**src/eepc_map.svh**
```systemverilog
// Register offsets, field positions, reset values and timing counts for the
// nonvolatile program/erase control block.
// Assumes a plain strobe register port with 8-bit data.
`ifndef EEPC_MAP_SVH
`define EEPC_MAP_SVH

// Register indices on the local register port
`define EEPC_OFS_PROG_CTL 4'h0
`define EEPC_OFS_BLOCK_PROT 4'h1
`define EEPC_OFS_STATUS 4'h2
`define EEPC_OFS_LATCH_ADDR_LO 4'h3
`define EEPC_OFS_LATCH_ADDR_HI 4'h4
`define EEPC_OFS_LATCH_DATA 4'h5
`define EEPC_OFS_OPTION 4'h6

// Program control fields
`define EEPC_BIT_ODD 7
`define EEPC_BIT_EVEN 6
`define EEPC_BIT_ROM_LAT 5
`define EEPC_BIT_BYTE 4
`define EEPC_BIT_ROW 3
`define EEPC_BIT_ERASE 2
`define EEPC_BIT_EE_LAT 1
`define EEPC_BIT_PGM 0

// Block protect fields
`define EEPC_BIT_PROT_CFG 4

// Option fields
`define EEPC_BIT_PUMP_CLK 0
`define EEPC_BIT_SECURE 1

// Reset values
`define EEPC_RST_PROG_CTL 8'h00
`define EEPC_RST_BLOCK_PROT 5'h1f
`define EEPC_RST_OPTION 2'h0

// Protect window after reset, in clock cycles
`define EEPC_PROT_WINDOW_CYC 64
`define EEPC_PROT_WINDOW_W 7

`endif

```
**src/eepc_pkg.sv**
```systemverilog
// Types shared by the program/erase control block.
// Assumes eepc_map.svh for numeric constants.
`default_nettype none
package eepc_pkg;

   typedef enum logic [1:0] {
      EEPC_ERASE_BULK,
      EEPC_ERASE_ROW,
      EEPC_ERASE_BYTE
   } eepc_erase_t;

   // Operation handed to the array macro while voltage is on
   typedef struct packed {
      logic hv_on;
      logic erase;
      eepc_erase_t mode;
      logic cfg_target;
      logic [15:0] addr;
      logic [7:0] data;
   } eepc_op_t;

   // CPU write toward array or configuration cell
   typedef struct packed {
      logic wr;
      logic rd;
      logic is_cfg;
      logic [3:0] block;
      logic [15:0] addr;
      logic [7:0] data;
   } eepc_cpu_t;

endpackage
`default_nettype wire

```
**src/eepc_ctrl.sv**
```systemverilog
// Program/erase control for on-chip EEPROM and the configuration cell,
// with shared ROM latch control and block protection.
// Assumes one clock (E clock), async low reset, strobe register port.
`include "eepc_map.svh"
`default_nettype none

// What this block does
// - One voltage enable bit powers both ROM and EEPROM programming.
// - ROM latch and EEPROM latch bits are never both set.
// - ROM latch clear gives normal reads; set configures programming paths.
// - Byte bit means byte erase; else row bit row erase; else bulk.
// - Erase bit selects erase instead of program when voltage applies.
// - EEPROM latch set blocks array reads and latches address and data.
// - Voltage enable bit switches array high voltage off or on.
// - Program operations ignore row and byte bits.
// - Bulk erase leaves the configuration cell unchanged.
// - Configuration cell program/erase in any mode only while unprotected.
// - Security active forces single-chip modes, hiding internal buses.
// - Security still gives resident code full EEPROM and RAM access.
// - Setting EEPROM latch and voltage in one write clears both.
// - Protect bits reset to 1, clear only in first 64 cycles or in special modes.
module eepc_ctrl (
   // Clock and reset
   input wire logic core_clk_i,
   input wire logic rst_b_i,
   // Register port
   input wire logic [3:0] reg_addr_i,
   input wire logic [7:0] reg_wdata_i,
   input wire logic reg_wr_i,
   input wire logic reg_rd_i,
   output logic [7:0] reg_rdata_o,
   // CPU accesses toward the array
   input wire eepc_pkg::eepc_cpu_t cpu_i,
   // Operating mode
   input wire logic special_mode_i,
   input wire logic expanded_req_i,
   // Array and ROM control
   output eepc_pkg::eepc_op_t ee_op_o,
   output logic ee_read_en_o,
   output logic rom_prog_cfg_o,
   output logic rom_hv_o,
   output logic pump_clock_select_o,
   output logic single_chip_o
);

   logic [7:0] nv_program_control_reg;
   logic [7:0] nv_program_control_next;
   logic [4:0] block_protect_reg;
   logic [1:0] option_reg;
   logic [`EEPC_PROT_WINDOW_W-1:0] win_cnt_reg;
   logic win_open;
   logic [15:0] lat_addr_reg;
   logic [7:0] lat_data_reg;
   logic lat_cfg_reg;
   logic lat_valid_reg;
   logic cpu_blocked;
   logic wr_ctl;
   logic wr_prot;
   logic wr_opt;
   logic ee_lat;
   logic rom_lat;
   eepc_pkg::eepc_erase_t mode_sel;
   eepc_pkg::eepc_op_t op_next;
   logic cpu_capture;
   logic special_mode_sync;
   logic expanded_req_sync;
   logic [7:0] rdata_next;

   // Mode straps arrive from pins, so each passes a three-stage synchroniser
   eepc_sync3 #(
      .RST_VAL(1'b0)
   ) eepc_sync3_special_i (
      .core_clk_i(core_clk_i),
      .rst_b_i(rst_b_i),
      .pin_i(special_mode_i),
      .level_o(special_mode_sync)
   );

   // Resets to the idle strap level so no false change follows reset
   eepc_sync3 #(
      .RST_VAL(1'b1)
   ) eepc_sync3_expanded_i (
      .core_clk_i(core_clk_i),
      .rst_b_i(rst_b_i),
      .pin_i(expanded_req_i),
      .level_o(expanded_req_sync)
   );

   assign wr_ctl = reg_wr_i && (reg_addr_i == `EEPC_OFS_PROG_CTL);
   assign wr_prot = reg_wr_i && (reg_addr_i == `EEPC_OFS_BLOCK_PROT);
   assign wr_opt = reg_wr_i && (reg_addr_i == `EEPC_OFS_OPTION);
   assign ee_lat = nv_program_control_reg[`EEPC_BIT_EE_LAT];
   assign rom_lat = nv_program_control_reg[`EEPC_BIT_ROM_LAT];
   assign win_open = (win_cnt_reg < 7'(`EEPC_PROT_WINDOW_CYC));
   assign cpu_capture = ee_lat && cpu_i.wr && !cpu_blocked
      && !nv_program_control_reg[`EEPC_BIT_PGM];

   // Control register next value with the write-enforcement logic
   always_comb begin
      nv_program_control_next = nv_program_control_reg;
      if (wr_ctl) begin
         nv_program_control_next = reg_wdata_i;
         // Test half-row bits only exist in special modes
         if (!special_mode_sync) begin
            nv_program_control_next[`EEPC_BIT_ODD] = 1'b0;
            nv_program_control_next[`EEPC_BIT_EVEN] = 1'b0;
         end
         if (reg_wdata_i[`EEPC_BIT_EE_LAT] && reg_wdata_i[`EEPC_BIT_PGM]
               && !nv_program_control_reg[`EEPC_BIT_EE_LAT]) begin
            nv_program_control_next[`EEPC_BIT_EE_LAT] = 1'b0;
            nv_program_control_next[`EEPC_BIT_PGM] = 1'b0;
         end
         // Voltage may only come on once a latch is already held
         if (reg_wdata_i[`EEPC_BIT_PGM] && !ee_lat && !rom_lat) begin
            nv_program_control_next[`EEPC_BIT_PGM] = 1'b0;
         end
         // Latch bits frozen by writes that keep voltage on, so no mid-pulse switch
         if (nv_program_control_reg[`EEPC_BIT_PGM] && reg_wdata_i[`EEPC_BIT_PGM]) begin
            nv_program_control_next[`EEPC_BIT_ROM_LAT] = rom_lat;
            nv_program_control_next[`EEPC_BIT_EE_LAT] = ee_lat;
         end
         if (nv_program_control_next[`EEPC_BIT_ROM_LAT]
               && nv_program_control_next[`EEPC_BIT_EE_LAT]) begin
            nv_program_control_next[`EEPC_BIT_ROM_LAT] = 1'b0;
         end
      end
   end

   always_ff @(posedge core_clk_i or negedge rst_b_i) begin
      if (!rst_b_i) begin
         nv_program_control_reg <= `EEPC_RST_PROG_CTL;
      end else begin
         nv_program_control_reg <= nv_program_control_next;
      end
   end

   // Protect window counter saturates so the window never reopens
   always_ff @(posedge core_clk_i or negedge rst_b_i) begin
      if (!rst_b_i) begin
         win_cnt_reg <= '0;
      end else if (win_open) begin
         win_cnt_reg <= win_cnt_reg + 7'h01;
      end
   end

   always_ff @(posedge core_clk_i or negedge rst_b_i) begin
      if (!rst_b_i) begin
         block_protect_reg <= `EEPC_RST_BLOCK_PROT;
      end else if (wr_prot) begin
         if (win_open || special_mode_sync) begin
            block_protect_reg <= reg_wdata_i[4:0];
         end else begin
            block_protect_reg <= block_protect_reg | reg_wdata_i[4:0];
         end
      end
   end

   always_ff @(posedge core_clk_i or negedge rst_b_i) begin
      if (!rst_b_i) begin
         option_reg <= `EEPC_RST_OPTION;
      end else if (wr_opt) begin
         option_reg <= reg_wdata_i[1:0];
      end
   end

   // A write is blocked if its target is protected
   always_comb begin
      if (cpu_i.is_cfg) begin
         cpu_blocked = block_protect_reg[`EEPC_BIT_PROT_CFG];
      end else begin
         cpu_blocked = |(cpu_i.block & block_protect_reg[3:0]);
      end
   end

   // A capture only counts for the latch session it was taken in
   always_ff @(posedge core_clk_i or negedge rst_b_i) begin
      if (!rst_b_i) begin
         lat_valid_reg <= 1'b0;
      end else if (!ee_lat) begin
         lat_valid_reg <= 1'b0;
      end else if (cpu_capture) begin
         lat_valid_reg <= 1'b1;
      end
   end

   // Address/data capture while latched; voltage-on writes are ignored
   always_ff @(posedge core_clk_i or negedge rst_b_i) begin
      if (!rst_b_i) begin
         lat_addr_reg <= 16'h0000;
         lat_data_reg <= 8'h00;
         lat_cfg_reg <= 1'b0;
      end else if (cpu_capture) begin
         lat_addr_reg <= cpu_i.addr;
         lat_data_reg <= cpu_i.data;
         lat_cfg_reg <= cpu_i.is_cfg;
      end
   end

   // Erase mode decode: byte overrides row
   always_comb begin
      if (nv_program_control_reg[`EEPC_BIT_BYTE]) begin
         mode_sel = eepc_pkg::EEPC_ERASE_BYTE;
      end else if (nv_program_control_reg[`EEPC_BIT_ROW]) begin
         mode_sel = eepc_pkg::EEPC_ERASE_ROW;
      end else begin
         mode_sel = eepc_pkg::EEPC_ERASE_BULK;
      end
   end

   always_comb begin
      op_next.hv_on = nv_program_control_reg[`EEPC_BIT_PGM] && ee_lat
         && lat_valid_reg;
      op_next.erase = nv_program_control_reg[`EEPC_BIT_ERASE];
      // Program ignores mode; bulk erase is aimed at the array only
      op_next.mode = op_next.erase ? mode_sel : eepc_pkg::EEPC_ERASE_BYTE;
      op_next.cfg_target = lat_cfg_reg
         && !(op_next.erase && mode_sel == eepc_pkg::EEPC_ERASE_BULK);
      op_next.addr = lat_addr_reg;
      op_next.data = lat_data_reg;
   end

   // Array-facing outputs, all registered
   always_ff @(posedge core_clk_i or negedge rst_b_i) begin
      if (!rst_b_i) begin
         ee_op_o <= '0;
      end else begin
         ee_op_o <= op_next;
      end
   end

   // Resident code keeps read access whenever unlatched, secure or not
   always_ff @(posedge core_clk_i or negedge rst_b_i) begin
      if (!rst_b_i) begin
         ee_read_en_o <= 1'b1;
      end else begin
         ee_read_en_o <= !nv_program_control_next[`EEPC_BIT_EE_LAT];
      end
   end

   always_ff @(posedge core_clk_i or negedge rst_b_i) begin
      if (!rst_b_i) begin
         rom_prog_cfg_o <= 1'b0;
      end else begin
         rom_prog_cfg_o <= nv_program_control_next[`EEPC_BIT_ROM_LAT];
      end
   end

   // One enable serves both arrays; the ROM side also needs its own latch
   always_ff @(posedge core_clk_i or negedge rst_b_i) begin
      if (!rst_b_i) begin
         rom_hv_o <= 1'b0;
      end else begin
         rom_hv_o <= nv_program_control_next[`EEPC_BIT_PGM]
            && nv_program_control_next[`EEPC_BIT_ROM_LAT];
      end
   end

   always_ff @(posedge core_clk_i or negedge rst_b_i) begin
      if (!rst_b_i) begin
         pump_clock_select_o <= 1'b0;
      end else begin
         pump_clock_select_o <= option_reg[`EEPC_BIT_PUMP_CLK];
      end
   end

   always_ff @(posedge core_clk_i or negedge rst_b_i) begin
      if (!rst_b_i) begin
         single_chip_o <= 1'b0;
      end else begin
         single_chip_o <= option_reg[`EEPC_BIT_SECURE] || !expanded_req_sync;
      end
   end

   // Register read mux; unmapped reads return zero
   always_comb begin
      rdata_next = 8'h00;
      if (reg_addr_i == `EEPC_OFS_PROG_CTL) begin
         rdata_next = nv_program_control_reg;
      end else if (reg_addr_i == `EEPC_OFS_BLOCK_PROT) begin
         rdata_next = {3'h0, block_protect_reg};
      end else if (reg_addr_i == `EEPC_OFS_STATUS) begin
         rdata_next = {4'h0, win_open, lat_cfg_reg, ee_op_o.hv_on, lat_valid_reg};
      end else if (reg_addr_i == `EEPC_OFS_LATCH_ADDR_LO) begin
         rdata_next = lat_addr_reg[7:0];
      end else if (reg_addr_i == `EEPC_OFS_LATCH_ADDR_HI) begin
         rdata_next = lat_addr_reg[15:8];
      end else if (reg_addr_i == `EEPC_OFS_LATCH_DATA) begin
         rdata_next = lat_data_reg;
      end else if (reg_addr_i == `EEPC_OFS_OPTION) begin
         rdata_next = {6'h00, option_reg};
      end
   end

   // Read data stand for one cycle only, then fall back to zero
   always_ff @(posedge core_clk_i or negedge rst_b_i) begin
      if (!rst_b_i) begin
         reg_rdata_o <= 8'h00;
      end else if (reg_rd_i) begin
         reg_rdata_o <= rdata_next;
      end else begin
         reg_rdata_o <= 8'h00;
      end
   end

endmodule

// Three-stage synchroniser for a slow level pin. The held level only moves
// once the second and third stages agree, so a one-cycle glitch that
// slips past the first stage never reaches the control logic.
module eepc_sync3 #(
   parameter logic RST_VAL = 1'b0
) (
   // Clock and reset
   input wire logic core_clk_i,
   input wire logic rst_b_i,
   // Pin and held level
   input wire logic pin_i,
   output logic level_o
);

   logic [2:0] stage_reg;

   always_ff @(posedge core_clk_i or negedge rst_b_i) begin
      if (!rst_b_i) begin
         stage_reg <= {3{RST_VAL}};
      end else begin
         stage_reg <= {stage_reg[1:0], pin_i};
      end
   end

   always_ff @(posedge core_clk_i or negedge rst_b_i) begin
      if (!rst_b_i) begin
         level_o <= RST_VAL;
      end else if (stage_reg[1] == stage_reg[2]) begin
         level_o <= stage_reg[2];
      end
   end

endmodule
`default_nettype wire

```
**config.mk**
```make
export PLATFORM = sky130hd
export DESIGN_NAME = eepc_ctrl
export DESIGN_NICKNAME = d
export VERILOG_FILES = /design/src/eepc_pkg.sv /design/src/eepc_ctrl.sv
export VERILOG_INCLUDE_DIRS = /design/src /design/src/src
export SDC_FILE = /design/constraint.sdc
export NUM_CORES = 1
export LEC_CHECK = 0
export ABC_AREA = 1
export BUFFER_PORTS_ARGS = -buffer_cell sky130_fd_sc_hd__buf_4
export CAP_MARGIN = 20
export CORE_ASPECT_RATIO = 0.8
export CORE_MARGIN = 2
export CORE_UTILIZATION = 47
export DETAILED_ROUTE_END_ITERATION = 8
export PLACE_DENSITY = 0.74
export SYNTH_ARGS = -nofsm -noshare
export SYNTH_HDL_FRONTEND = slang
export SYNTH_SLANG_ARGS = --single-unit
```
**constraint.sdc**
```tcl
create_clock -name core_clk_i -period 1.25 [get_ports core_clk_i]
set_input_delay 0.125 -clock core_clk_i [delete_from_list [all_inputs] [get_ports core_clk_i]]
set_output_delay 0.125 -clock core_clk_i [all_outputs]
set_load 0.1 [all_outputs]
```
Word-level counts from Yosys, hierarchy flattened
Cells that the tools add are included.
{"block": "op_classes", "n_addsub": 1, "order_cmp": 1, "n_eq_ne": 9, "n_mux": 24, "bitwise_logic": 2, "reduce_logical": 29}
{"cell": "$mux W8", "n": 7}
{"cell": "$logic_and A1 B1 Y1", "n": 17}
{"cell": "$eq A4 B3 Y1 const B", "n": 3}
{"cell": "$mux W1", "n": 10}
{"cell": "$mux W2", "n": 5}
{"cell": "$eq A4 B2 Y1 const B", "n": 2}
{"cell": "$add A7 B1 Y7 const B", "n": 1}
{"cell": "$logic_not A1 Y1", "n": 7}
{"cell": "$lt A7 B7 Y1 const B", "n": 1}
{"cell": "$mux W6", "n": 1}
{"cell": "$mux W5", "n": 1}
{"cell": "$or A5 B5 Y5", "n": 1}
{"cell": "$and A4 B4 Y4", "n": 1}
{"cell": "$eq A4 B1 Y1 const B", "n": 1}
{"cell": "$logic_not A4 Y1", "n": 1}
{"cell": "$reduce_or A4 Y1", "n": 1}
{"cell": "$eq A1 B1 Y1", "n": 2}
{"cell": "$logic_not A2 Y1", "n": 1}
{"cell": "$logic_or A1 B1 Y1", "n": 2}
{"cell": "$ne A2 B1 Y1 const B", "n": 1}
{"block": "totals", "register_bits": 98, "out_inout_bits": 42}

Longest topological paths before layout
Gate-level depths: netlist of the first run.
{"block": "logic_depth", "depth_word": 9, "depth_mapped": 8, "depth_no_buf": 8}

Modules after synthesis
A second synthesis of the first run with hierarchy kept.
{"block": "unflattened", "hier_cells": 370, "hier_area_um2": 3792.4}
{"mod": "eepc_ctrl", "n_inst": 1, "cells_per_inst": 354, "area_per_inst_um2": 3554.7, "seq_area_each_um2": 2234.6}
{"mod": "eepc_sync3 at eepc_sync3_expanded_i", "n_inst": 1, "cells_per_inst": 8, "area_per_inst_um2": 121.4, "seq_area_each_um2": 105.1}
{"mod": "eepc_sync3 at eepc_sync3_special_i", "n_inst": 1, "cells_per_inst": 8, "area_per_inst_um2": 116.4, "seq_area_each_um2": 100.1}

Worst setup path after synthesis of the first run
OpenSTA, ideal clock, no wires.
{"block": "synth_timing", "path_kind": "register to register", "startpoint": "register nv_program_control_reg[5]", "endpoint": "register rom_hv_o", "setup_ns": 0.074, "t_arrival_ns": 1.456, "required_time_ns": 1.176, "path_slack_ns": -0.280, "stages_incl_launch_ff": 6, "n_path_buf": 0, "period_less_slack_ns": 1.530, "path_cell_list": "dfrtp_1 > nand2_1 > a21oi_1 > nand2_1 > and2_4 > a21oi_2"}
{"block": "synth_via", "elab_chain_len": 6, "elab_cells_between_ends": 9}
{"element": "start, declared", "line": "eepc_ctrl.sv:46", "rtl": "logic [7:0] nv_program_control_reg;"}
{"element": "start signal, assigned", "line": "eepc_ctrl.sv:131", "rtl": "nv_program_control_reg <= `EEPC_RST_PROG_CTL;"}
{"element": "start signal, assigned", "line": "eepc_ctrl.sv:133", "rtl": "nv_program_control_reg <= nv_program_control_next;"}
{"element": "$mux W1", "line": "eepc_ctrl.sv:118", "rtl": "if (nv_program_control_reg[`EEPC_BIT_PGM] && reg_wdata_i[`EEPC_BIT_PGM]) begin"}
{"element": "$mux W1", "line": "eepc_ctrl.sv:101", "rtl": "if (wr_ctl) begin"}
{"element": "$logic_and A1 B1 Y1", "line": "eepc_ctrl.sv:122", "rtl": "if (nv_program_control_next[`EEPC_BIT_ROM_LAT]"}
{"element": "$mux W1", "line": "eepc_ctrl.sv:122"}
{"element": "$mux W6 (*)", "line": "eepc_ctrl.sv:101"}
{"element": "$logic_and A1 B1 Y1 (*)", "line": "eepc_ctrl.sv:253", "rtl": "rom_hv_o <= nv_program_control_next[`EEPC_BIT_PGM]"}
{"element": "end signal, assigned", "line": "eepc_ctrl.sv:253"}
{"element": "end, declared", "line": "eepc_ctrl.sv:41", "rtl": "output logic rom_hv_o,"}
Mark *: on every way between the ends. The rest lies on a longest branch, timed or not. The select of a mux whose other input is x is not followed.
A chain may end at the register's enable or synchronous reset.

Final worst setup path of the first run
{"block": "layout_timing", "startpoint": "register nv_program_control_reg[0]", "endpoint": "register lat_cfg_reg"}
{"block": "layout_via", "elab_chain_len": 2}
{"element": "$logic_not A1 Y1", "line": "eepc_ctrl.sv:96", "rtl": "&& !nv_program_control_reg[`EEPC_BIT_PGM];"}
{"element": "$logic_and A1 B1 Y1", "line": "eepc_ctrl.sv:95", "rtl": "assign cpu_capture = ee_lat && cpu_i.wr && !cpu_blocked"}
{"element": "end signal, assigned", "line": "eepc_ctrl.sv:195", "rtl": "lat_cfg_reg <= cpu_i.is_cfg;"}
{"element": "end, declared", "line": "eepc_ctrl.sv:54", "rtl": "logic lat_cfg_reg;"}
Every way passes these cells.

==> results_dict.tcl, run 1 <==
set metrics [dict create \
    core-area_um2 7530 \
    finalWorstSetupSlack_ps -156 \
    die-area_um2 8610 \
    rsz0062_at_grt "true" \
    critPathBufInv 2 \
    synth-seq-area-share 0.659 \
    path_common_cell "nand2_1" \
    ys_warn_count 0 \
    slowest_stage "dfrtp_1" \
    rows 28 \
    power_frac_clock 0.183 \
    n_fill_cell 553 \
    yosys.area.top_type_share 0.588 \
    gp_congestion 0.902 \
    vias 2961 \
    post-place-ws_ps -129 \
    clock_skew_ps 10.7 \
    syn-num-nets 414 \
    die_h_um 83.4 \
    track_usage 0.210 \
    wl_um 8760 \
    fin_hold_ws_ps -4.36 \
    syn_avg_cell_area_um2 10.2 \
    cp-start-kind "flop" \
    post-synth-top-area-cell "dfrtp_1" \
    max_stage_delay_ps 410 \
    layout.nets 543 \
    fin_crit_ps 1410 \
    fp.dieW_um 103 \
    finalMaxSlewViolations 0 \
    min-delay-path-class "in -> reg" \
    post_route_cells_drive_above_1_share 0.359 \
    cp_max_fo 13 \
    grt_pass1_wl_um 13800 \
    clk_path_buf_depth 2 \
    async_reset_ff_frac 1.00 \
    synth_most_common_cell "nand2_1" \
    setup_violations 26 \
    combPwrFrac 0.446 \
    r2r-start "nv_program_control_reg[0]" \
    hold_path_depth 3 \
    root_buffer "clkbuf_8" \
    p_per_area_nw_per_um2 2510 \
    seqPwrFrac 0.370 \
    ys.flop_type "dfrtp_1" \
    dp_hpwl_um 6150 \
    reg2reg_to "lat_cfg_reg" \
    reg2reg_slack_ps -160 \
    num_io_pins 91 \
    min_period_over_period 1.12 \
    peakVddDrop_v 0.00181 \
    crit_chain "a211oi_2, o21ai_4, buf_4, clkbuf_16, nand2_1, nand2_1" \
    synthCells 364 \
    ys_top_cells_by_count "nand2_1 (93), dfrtp_1 (87), inv_1 (46), o21ai_0 (46), nand3_1 (16)" \
    io_buffers 89 \
    drc 0 \
    antenna_found_initial 0 \
    r2r_cells 6 \
    gr-total-overflow 0 \
    syn-cell-area_um2 3700 \
    initial_core_util 0.492 \
    critPathTopFamily "compound AO/OA/AOI/OAI gates" \
    cts_tree "built" \
    clock_latency_ps 370 \
    violations "negative hold slack, negative setup slack" \
    wire_per_inst_um 14.5 \
    arrival_ps 1660 \
    tightest_slew_ps 346 \
    max_cap_violations 0 \
    cts_buffers 9 \
    synth_cell_types 30 \
    holdPathEnd "lat_data_reg[5]" \
    critical_path_class "reg -> reg" \
    grt_max_degree 46 \
    post-route-util 0.694 \
    ant_nets 0 \
    path_clk_slew_ps 90 \
    fmax_mhz 711 \
    grt_pass1_vias 2906 \
    area_delta_synth_final_pct 41.2 \
    outcome "finished with violations" \
    drt_iter0_drc 174 \
    relSlewSlack 0.770 \
    cts_num_sinks 97 \
    switching_share 0.477 \
    largest_reg_flops 29 \
    via_per_inst 4.91 \
    first_pass_iters 4 \
    hold_start "cpu_i[5]" \
    leakage_nw 2.67 \
    netlist_top_cells_area "dfrtp_1 (59%), nand2_1 (9.4%), dfstp_2 (7.1%)" \
    p_int_w 0.00686 \
    ys_ff_latch 97 \
    synth_edf_count 0 \
    endpoint_kind "flop" \
    hold_viol 3 \
    switchingPower_w 0.00626 \
    n_antenna_cell 0 \
    required_ps 1510 \
    h-tree-depth 3 \
]
[through the flow]
stage | power [W] | instance area, µm² | TNS, ps | std cells
after CTS | 0.0128 | 4990 | -1740 | 595
after global placement | 0.0102 | 4650 | -518 | 571
after detailed placement | 0.0103 | 4650 | -1880 | 571
after global routing | 0.0137 | 5230 | -4650 | 603
after floorplan | 0.00884 | 3710 | 0 | 364
final | 0.0131 | 5230 | -2980 | 603
[power groups by stage]
stage               Combinational, W  Sequential [W]  Clock, W
floorplan                   0.000642         0.00820         0
CTS                          0.00555         0.00482   0.00243
global placement             0.00542         0.00482         0
global route                 0.00609         0.00499   0.00258
detailed placement           0.00549         0.00485         0
finish                       0.00586         0.00486   0.00241
[final cells by class]
cell class,instances,area (µm²),share of cell area
Clock buffer,10,128,0.0244
Timing Repair Buffer,124,1080,0.206
Clock inverter,6,115,0.0220
Sequential cell,97,2440,0.467
Tap cell,105,131,0.0251
Inverter,48,185,0.0354
Multi-Input combinational cell,213,1150,0.220
[worst min-delay path, delay by kind of cell]
family / cells / cell delay [ps]
compound gates: 1 / 60
buf+inv: 2 / 150
[worst max path at each step]
stage / end / start / cells past startpoint / slack [ps]
after floorplan: rom_hv_o / nv_program_control_reg[5] / 5 / 7
after global placement: lat_addr_reg[7] / block_protect_reg[3] / 6 / -30
after detailed placement: lat_addr_reg[11] / block_protect_reg[0] / 6 / -130
after CTS: lat_addr_reg[11] / block_protect_reg[0] / 7 / -110
after global routing: lat_cfg_reg / nv_program_control_reg[0] / 6 / -220
final: lat_cfg_reg / nv_program_control_reg[0] / 6 / -160
[placed cells by master (no fill, tap or decap), types with 3 or more instances in the layout]
master         synthesis  final
dlygate4sd3_1          0      9
nand3_1               16     15
nor2_2                 4      6
nand2_2                0      5
o21ai_2                0      7
buf_4                  0    105
nand2_4                3      8
inv_1                 46     46
bufinv_16              0      3
a41oi_1                3      3
dfstp_2               10     10
a21oi_1               11     11
nor2_1                11      9
clkbuf_16              0      3
nand2_1               93     83
dfrtp_1               87     85
clkbuf_8               0      9
o21ai_1                3     11
o21ai_0               46     30
and3_1                 3      3
buf_12                 0      5
nand4_1                3      3
[metal layers]
layer / share of wire / wire [µm] / vias up / track usage
li1: - / - / 1425 / -
met3: 0.062 / 543 / 13 / 0.0631
met1: 0.44 / 3830 / 1427 / 0.295
met2: 0.49 / 4280 / 96 / 0.321
met4: 0.013 / 110 / 0 / 0.0550
met5: 0 / 0 / - / 0
[kinds of logic after synthesis]
kind of cell,Yosys count,synth area share
adders and majority gates,3,0.00878
buffers and inverters,54,0.0574
DFF,97,0.659
AOI/OAI and AO/OA,68,0.0997
xor gates and xnor gates,4,0.00946
and+or+nand+nor,138,0.166
[repair_timing]
item,4_1_cts,5_1_grt
endpoints found under the hold margin,56,1
gates resized for setup,5,49
pin swaps,1,3
buffers inserted,0,4
cloned,0,3
hold buffers,8,1
setup endpoints to repair,27,36
(Power assumes the default switching activity.)
==> inputs of run 2 (changes only) <==
Settings changed: SETUP_SLACK_MARGIN set to 0.02.
==> run 2 against run 1 <==
The run still ends with negative hold slack, negative setup slack left. Sequential share of layout area about the same. Worst hold slack worse by 4.9 ps. Core utilization up 0.066 points. Clock power about the same. Flip-flop and latch count unchanged. Setup slack about the same. Non-clock buffer count unchanged. Die area unchanged. Critical path depth unchanged. Via count down 0.27%. Clock skew down 1.4 ps. First-iteration DRC count up 8.6%.
==> results_dict.tcl, run 2 (synthesis gave the netlist of run 1 again) <==
set metrics [dict create \
    outcome "finished with violations" \
    max_stage_delay_ps 410 \
    fin_area_um2 5230 \
    gr-total-overflow 0 \
    clk_path_buf_depth 2 \
    critical_path_class "reg -> reg" \
    dp_hpwl_um 6150 \
    fin_hold_ws_ps -9.22 \
    layout.nets 543 \
    cts_tree "built" \
    grt_pass1_wl_um 13800 \
    slowest_stage "dfrtp_1" \
    min_period_over_period 1.12 \
    largest_reg_flops 29 \
    n_antenna_cell 0 \
    grt_max_degree 46 \
    rsz0062_at_grt "true" \
    arrival_ps 1670 \
    clock_latency_ps 370 \
    antenna_found_initial 0 \
    critPathBufInv 2 \
    leakage_nw 2.67 \
    initial_core_util 0.492 \
    instances_no_fill 603 \
    gp_congestion 0.902 \
    root_buffer "clkbuf_8" \
    io_buffers 89 \
    required_ps 1510 \
    placed_area_um2 4650 \
    h-tree-depth 3 \
    grt_pass1_vias 2906 \
    timing.setup.tns_ps -3060 \
    wl_um 8740 \
    tightest_slew_ps 343 \
    relSlewSlack 0.772 \
    multi_input_area_um2 1160 \
    finalMaxSlewViolations 0 \
    num_io_pins 91 \
    path_common_cell "nand2_1" \
    die_h_um 83.4 \
    wire_per_inst_um 14.5 \
    drc 0 \
    crit_chain "a211oi_2, o21ai_4, buf_4, clkbuf_16, nand2_1, nand2_1" \
    cts_num_sinks 97 \
    n_fill_cell 555 \
    ant_nets 0 \
    final_cell_mix "buf_4 (105), dfrtp_1 (85), nand2_1 (83)" \
    die-area_um2 8610 \
    endpoint_kind "flop" \
    max_cap_violations 0 \
    first_pass_iters 4 \
    fp.dieW_um 103 \
    critPathTopFamily "compound AO/OA/AOI/OAI gates" \
    peakVddDrop_v 0.00181 \
    hold_viol 3 \
    cp_max_fo 13 \
    core-area_um2 7530 \
    min-delay-path-class "in -> reg" \
    regArea_um2 2440 \
    area_delta_synth_final_pct 41.3 \
    fmax_mhz 711 \
    rows 28 \
    path_clk_slew_ps 90 \
    place_inst 571 \
    setup_violations 26 \
    violations "negative hold slack, negative setup slack" \
    drt_iter0_drc 189 \
    cp-start-kind "flop" \
    finalPower_w 0.0131 \
    track_usage 0.210 \
    vias 2953 \
    cts_buffers 9 \
    finalWorstSetupSlack_ps -156 \
    post_route_cells_drive_above_1_share 0.361 \
    fin_crit_ps 1410 \
    via_per_inst 4.90 \
    p_per_area_nw_per_um2 2510 \
    clock_skew_ps 9.32 \
    final_common_cell "buf_4" \
]
## run 2: cell count changes in the layout (fill, tap and decap cells not counted)
cell	delta
and3_1	-1
and3_4	+1
## run 2: what timing repair did
action                     CTS  global route
pin swaps                    1             3
hold buffers                 8             1
setup endpoints to repair   27            37
gates cloned                 0             3
buffers inserted             0             4
hold endpoints to repair    56             1
resized for setup            6            49
## run 2: worst paths after layout
path | end | slack [ps] | from | depth (start not counted)
hold / removal | lat_data_reg[5] | -9 | cpu_i[5] | 3
hold reg to reg | eepc_sync3_expanded_i.stage_reg[1] | 360 | eepc_sync3_expanded_i.stage_reg[0] | 0
max in group asynchronous | block_protect_reg[2] | 520 | rst_b_i | 3
setup / recovery | lat_cfg_reg | -160 | nv_program_control_reg[0] | 6
min in group asynchronous | lat_addr_reg[13] | 200 | rst_b_i | 2
setup reg to reg | lat_cfg_reg | -160 | nv_program_control_reg[0] | 6
## run 2: power breakdown
part	internal [W]	switching, W
clock	0.00134	0.00107
sequential	0.00417	0.000693
combinational	0.00136	0.00450
## run 2: layout make-up
type | instances | area share
multi-input cells | 213 | 0.221
inverters | 48 | 0.0354
clock inverters | 6 | 0.0220
repair buffers | 124 | 0.206
well taps | 105 | 0.0251
clock buffers | 10 | 0.0244
flip-flops and latches | 97 | 0.467
## run 2: metal layers
metal  track usage  share of wire  vias to the layer above
li1              -              -                     1421
met1         0.295           0.43                     1419
met2         0.321           0.49                       98
met3        0.0631          0.058                       15
met4        0.0550          0.019                        0
met5             0              0                        -
## run 2: worst register-to-register path: cells and delay by family (launching register included)
kind	cells	cell delay, ps
simple gates	2	130
flops	1	410
buf+inv	2	320
compound gates	2	440
## run 2: stage by stage
| step | worst slack [ps] | util |
|---|---|---|
| after floorplan | 7.10 | - |
| after global placement | -32.7 | 0.617 |
| after detailed placement | -129 | 0.617 |
| after CTS | -115 | 0.663 |
| after global routing | -221 | 0.695 |
| final | -156 | 0.695 |
==> inputs of run 3 (changes only) <==
Settings changed: ABC_AREA 1 to not set, CORE_UTILIZATION 47 to 48, PLACE_DENSITY 0.74 to 0.75.
==> run 3 against run 2 <==
The flow finishes with violations (negative setup slack). Clock power down 6%. Setup slack worse by 320 ps. Register-to-register slack worse by 320 ps. Cell count down 8.0%. Total power up 3.0%. Worst hold slack better by 21 ps. Critical endpoint is now lat_addr_reg[11].
==> results_dict.tcl, run 3 <==
set metrics [dict create \
    seqPwrFrac 0.357 \
    root_buffer "clkbuf_8" \
    dp_hpwl_um 6170 \
    die_h_um 84.9 \
    p_int_w 0.00724 \
    synth_cell_types 54 \
    finalWorstSetupSlack_ps -478 \
    endpoint_kind "flop" \
    gr-total-overflow 0 \
    switching_share 0.464 \
    use_met2 0.347 \
    clock_skew_ps 4.22 \
    h-tree-depth 3 \
    max_stage_delay_ps 380 \
    grt_pass1_vias 2782 \
    fmax_mhz 579 \
    required_ps 1510 \
    antenna_found_initial 0 \
    n_antenna_cell 0 \
    area_delta_synth_final_pct 43.4 \
    post-route-util 0.709 \
    synth_most_common_cell "dfrtp_1" \
    track_usage 0.212 \
    async_reset_ff_frac 1.00 \
    path_clk_slew_ps 90 \
    core-area_um2 7950 \
    ant_nets 0 \
    yosys.area.top_type_share 0.554 \
    ys.flop_type "dfrtp_1" \
    rows 29 \
    cp-start-kind "flop" \
    cts_num_sinks 97 \
    arrival_ps 1990 \
    post-synth-top-area-cell "dfrtp_1" \
    critical_path_class "reg -> reg" \
    die-area_um2 8930 \
    ys_ff_latch 97 \
    combPwrFrac 0.475 \
    peakVddDrop_v 0.00192 \
    syn-num-nets 340 \
    multi_input_area_um2 1450 \
    regArea_um2 2440 \
    ys_top_cells_by_count "dfrtp_1 (87), nand2_1 (25), mux2_4 (19)" \
    via_per_inst 5.17 \
    final_common_cell "buf_4" \
    use_met1 0.288 \
    fin_crit_ps 1730 \
    min-delay-path-class "in -> reg" \
    ys_warn_count 0 \
    grt_max_degree 58 \
    timing.setup.tns_ps -11440 \
    final_cell_mix "buf_4 (110), dfrtp_1 (85), dlygate4sd3_1 (30)" \
    slowest_stage "dfstp_2" \
    tightest_slew_ps 429 \
    crit_chain "a22o_2, a221oi_4, o21a_4, clkbuf_16, mux2_4" \
    wire_per_inst_um 17.3 \
    p_per_area_nw_per_um2 2400 \
    grt_pass1_wl_um 14400 \
    cts_tree "built" \
    wl_um 9580 \
    use_met3 0.0530 \
    synthCells 290 \
    synth-seq-area-share 0.621 \
    largest_reg_flops 29 \
    post_route_cells_drive_above_1_share 0.468 \
    num_io_pins 91 \
    grt-busiest-layer "met2" \
    switchingPower_w 0.00627 \
    netlist_top_cells_area "dfrtp_1 (55%), mux2_4 (7.3%), dfstp_2 (6.7%)" \
    rsz0062_at_grt "true" \
    initial_core_util 0.494 \
    clk_path_buf_depth 2 \
    min_period_over_period 1.38 \
    drc 0 \
    cp_max_fo 6 \
    leakage_nw 2.60 \
    vias 2871 \
    fp.dieW_um 105 \
    outcome "finished with violations" \
    power_frac_clock 0.168 \
    gp_congestion 0.836 \
    synth_edf_count 0 \
    layout.nets 492 \
    first_pass_iters 4 \
    max_cap_violations 0 \
    hold_viol 0 \
    syn_avg_cell_area_um2 13.5 \
    clock_latency_ps 370 \
    syn-cell-area_um2 3930 \
    io_buffers 89 \
    n_fill_cell 554 \
    drt_iter0_drc 185 \
    violations "negative setup slack" \
    finalMaxSlewViolations 0 \
    relSlewSlack 0.710 \
    setup_violations 26 \
    cts_buffers 9 \
]
-- run 3: cell types whose count changed after synthesis, moves of 5 or more --
cell     previous run  this run
a21oi_1            11         5
nor2b_1             0         8
nand3_1            16         8
mux2_2              0        13
o21ai_0            46        17
a21o_1              0         5
inv_1              46         7
mux2_4              0        19
nand2_1            93        25
-- run 3: per-stage QoR --
stage | total power (W) | hold slack (ps) | std cells | area (µm²) | setup slack [ps]
after floorplan | 0.00939 | -171 | 290 | 3930 | -345
after global placement | 0.0108 | 121 | 503 | 4890 | -394
after detailed placement | 0.0109 | 120 | 503 | 4890 | -436
after CTS | 0.0134 | 0.279 | 549 | 5500 | -487
after global routing | 0.0140 | 0.456 | 555 | 5630 | -527
final | 0.0135 | 12.2 | 555 | 5630 | -478
-- run 3: power groups by stage --
stage	clock network (W)	registers, W	logic, W
floorplan	0	0.00821	0.00118
global route	0.00242	0.00496	0.00661
CTS	0.00231	0.00481	0.00625
detailed placement	0	0.00485	0.00606
finish	0.00227	0.00483	0.00642
global placement	0	0.00482	0.00600
-- run 3: kinds of logic after synthesis --
family	synth area share
simple gates	0.0975
fa+ha+maj	0.00828
flops	0.621
xor+xnor	0.0111
mux	0.118
buf+inv	0.0344
compound gates	0.110
-- run 3: layout make-up --
class	instances	share of cell area
repair buffers	154	0.241
clock buffers	10	0.0244
flip-flops and latches	97	0.434
well taps	108	0.0240
multi-input cells	173	0.257
clock inverters	6	0.0160
inverters	7	0.00467
-- run 3: worst max-delay path, delay by kind of cell, from the launching register on --
family                 cells  cell delay, ps
buffers and inverters      1             190
muxes                      1             300
AOI/OAI and AO/OA          3             750
DFF                        1             380
-- run 3: repair_timing --
item	in CTS	in global routing
pin swaps	5	5
buffers inserted	0	4
gates cloned	0	3
hold endpoints to repair	122	0
hold buffers	30	0
endpoints found under the setup margin	30	33
resized for setup	17	12
-- run 3: path summary, 6_finish.rpt --
kind | start | endpoint | slack, ps | cells past startpoint
setup / recovery | block_protect_reg[0] | lat_addr_reg[11] | -480 | 5
max in group asynchronous | rst_b_i | eepc_sync3_expanded_i.stage_reg[0] | 640 | 3
hold / removal | reg_wdata_i[4] | block_protect_reg[4] | 10 | 2
setup reg to reg | block_protect_reg[0] | lat_addr_reg[11] | -480 | 5
hold reg to reg | eepc_sync3_special_i.stage_reg[0] | eepc_sync3_special_i.stage_reg[1] | 360 | 0
min in group asynchronous | rst_b_i | lat_data_reg[7] | 280 | 3
-- run 3: layer usage --
layer / routed length, µm / part of all wire
met3: 455 / 0.047
met5: 0 / 0
met2: 4720 / 0.49
met4: 112 / 0.012
met1: 4300 / 0.45
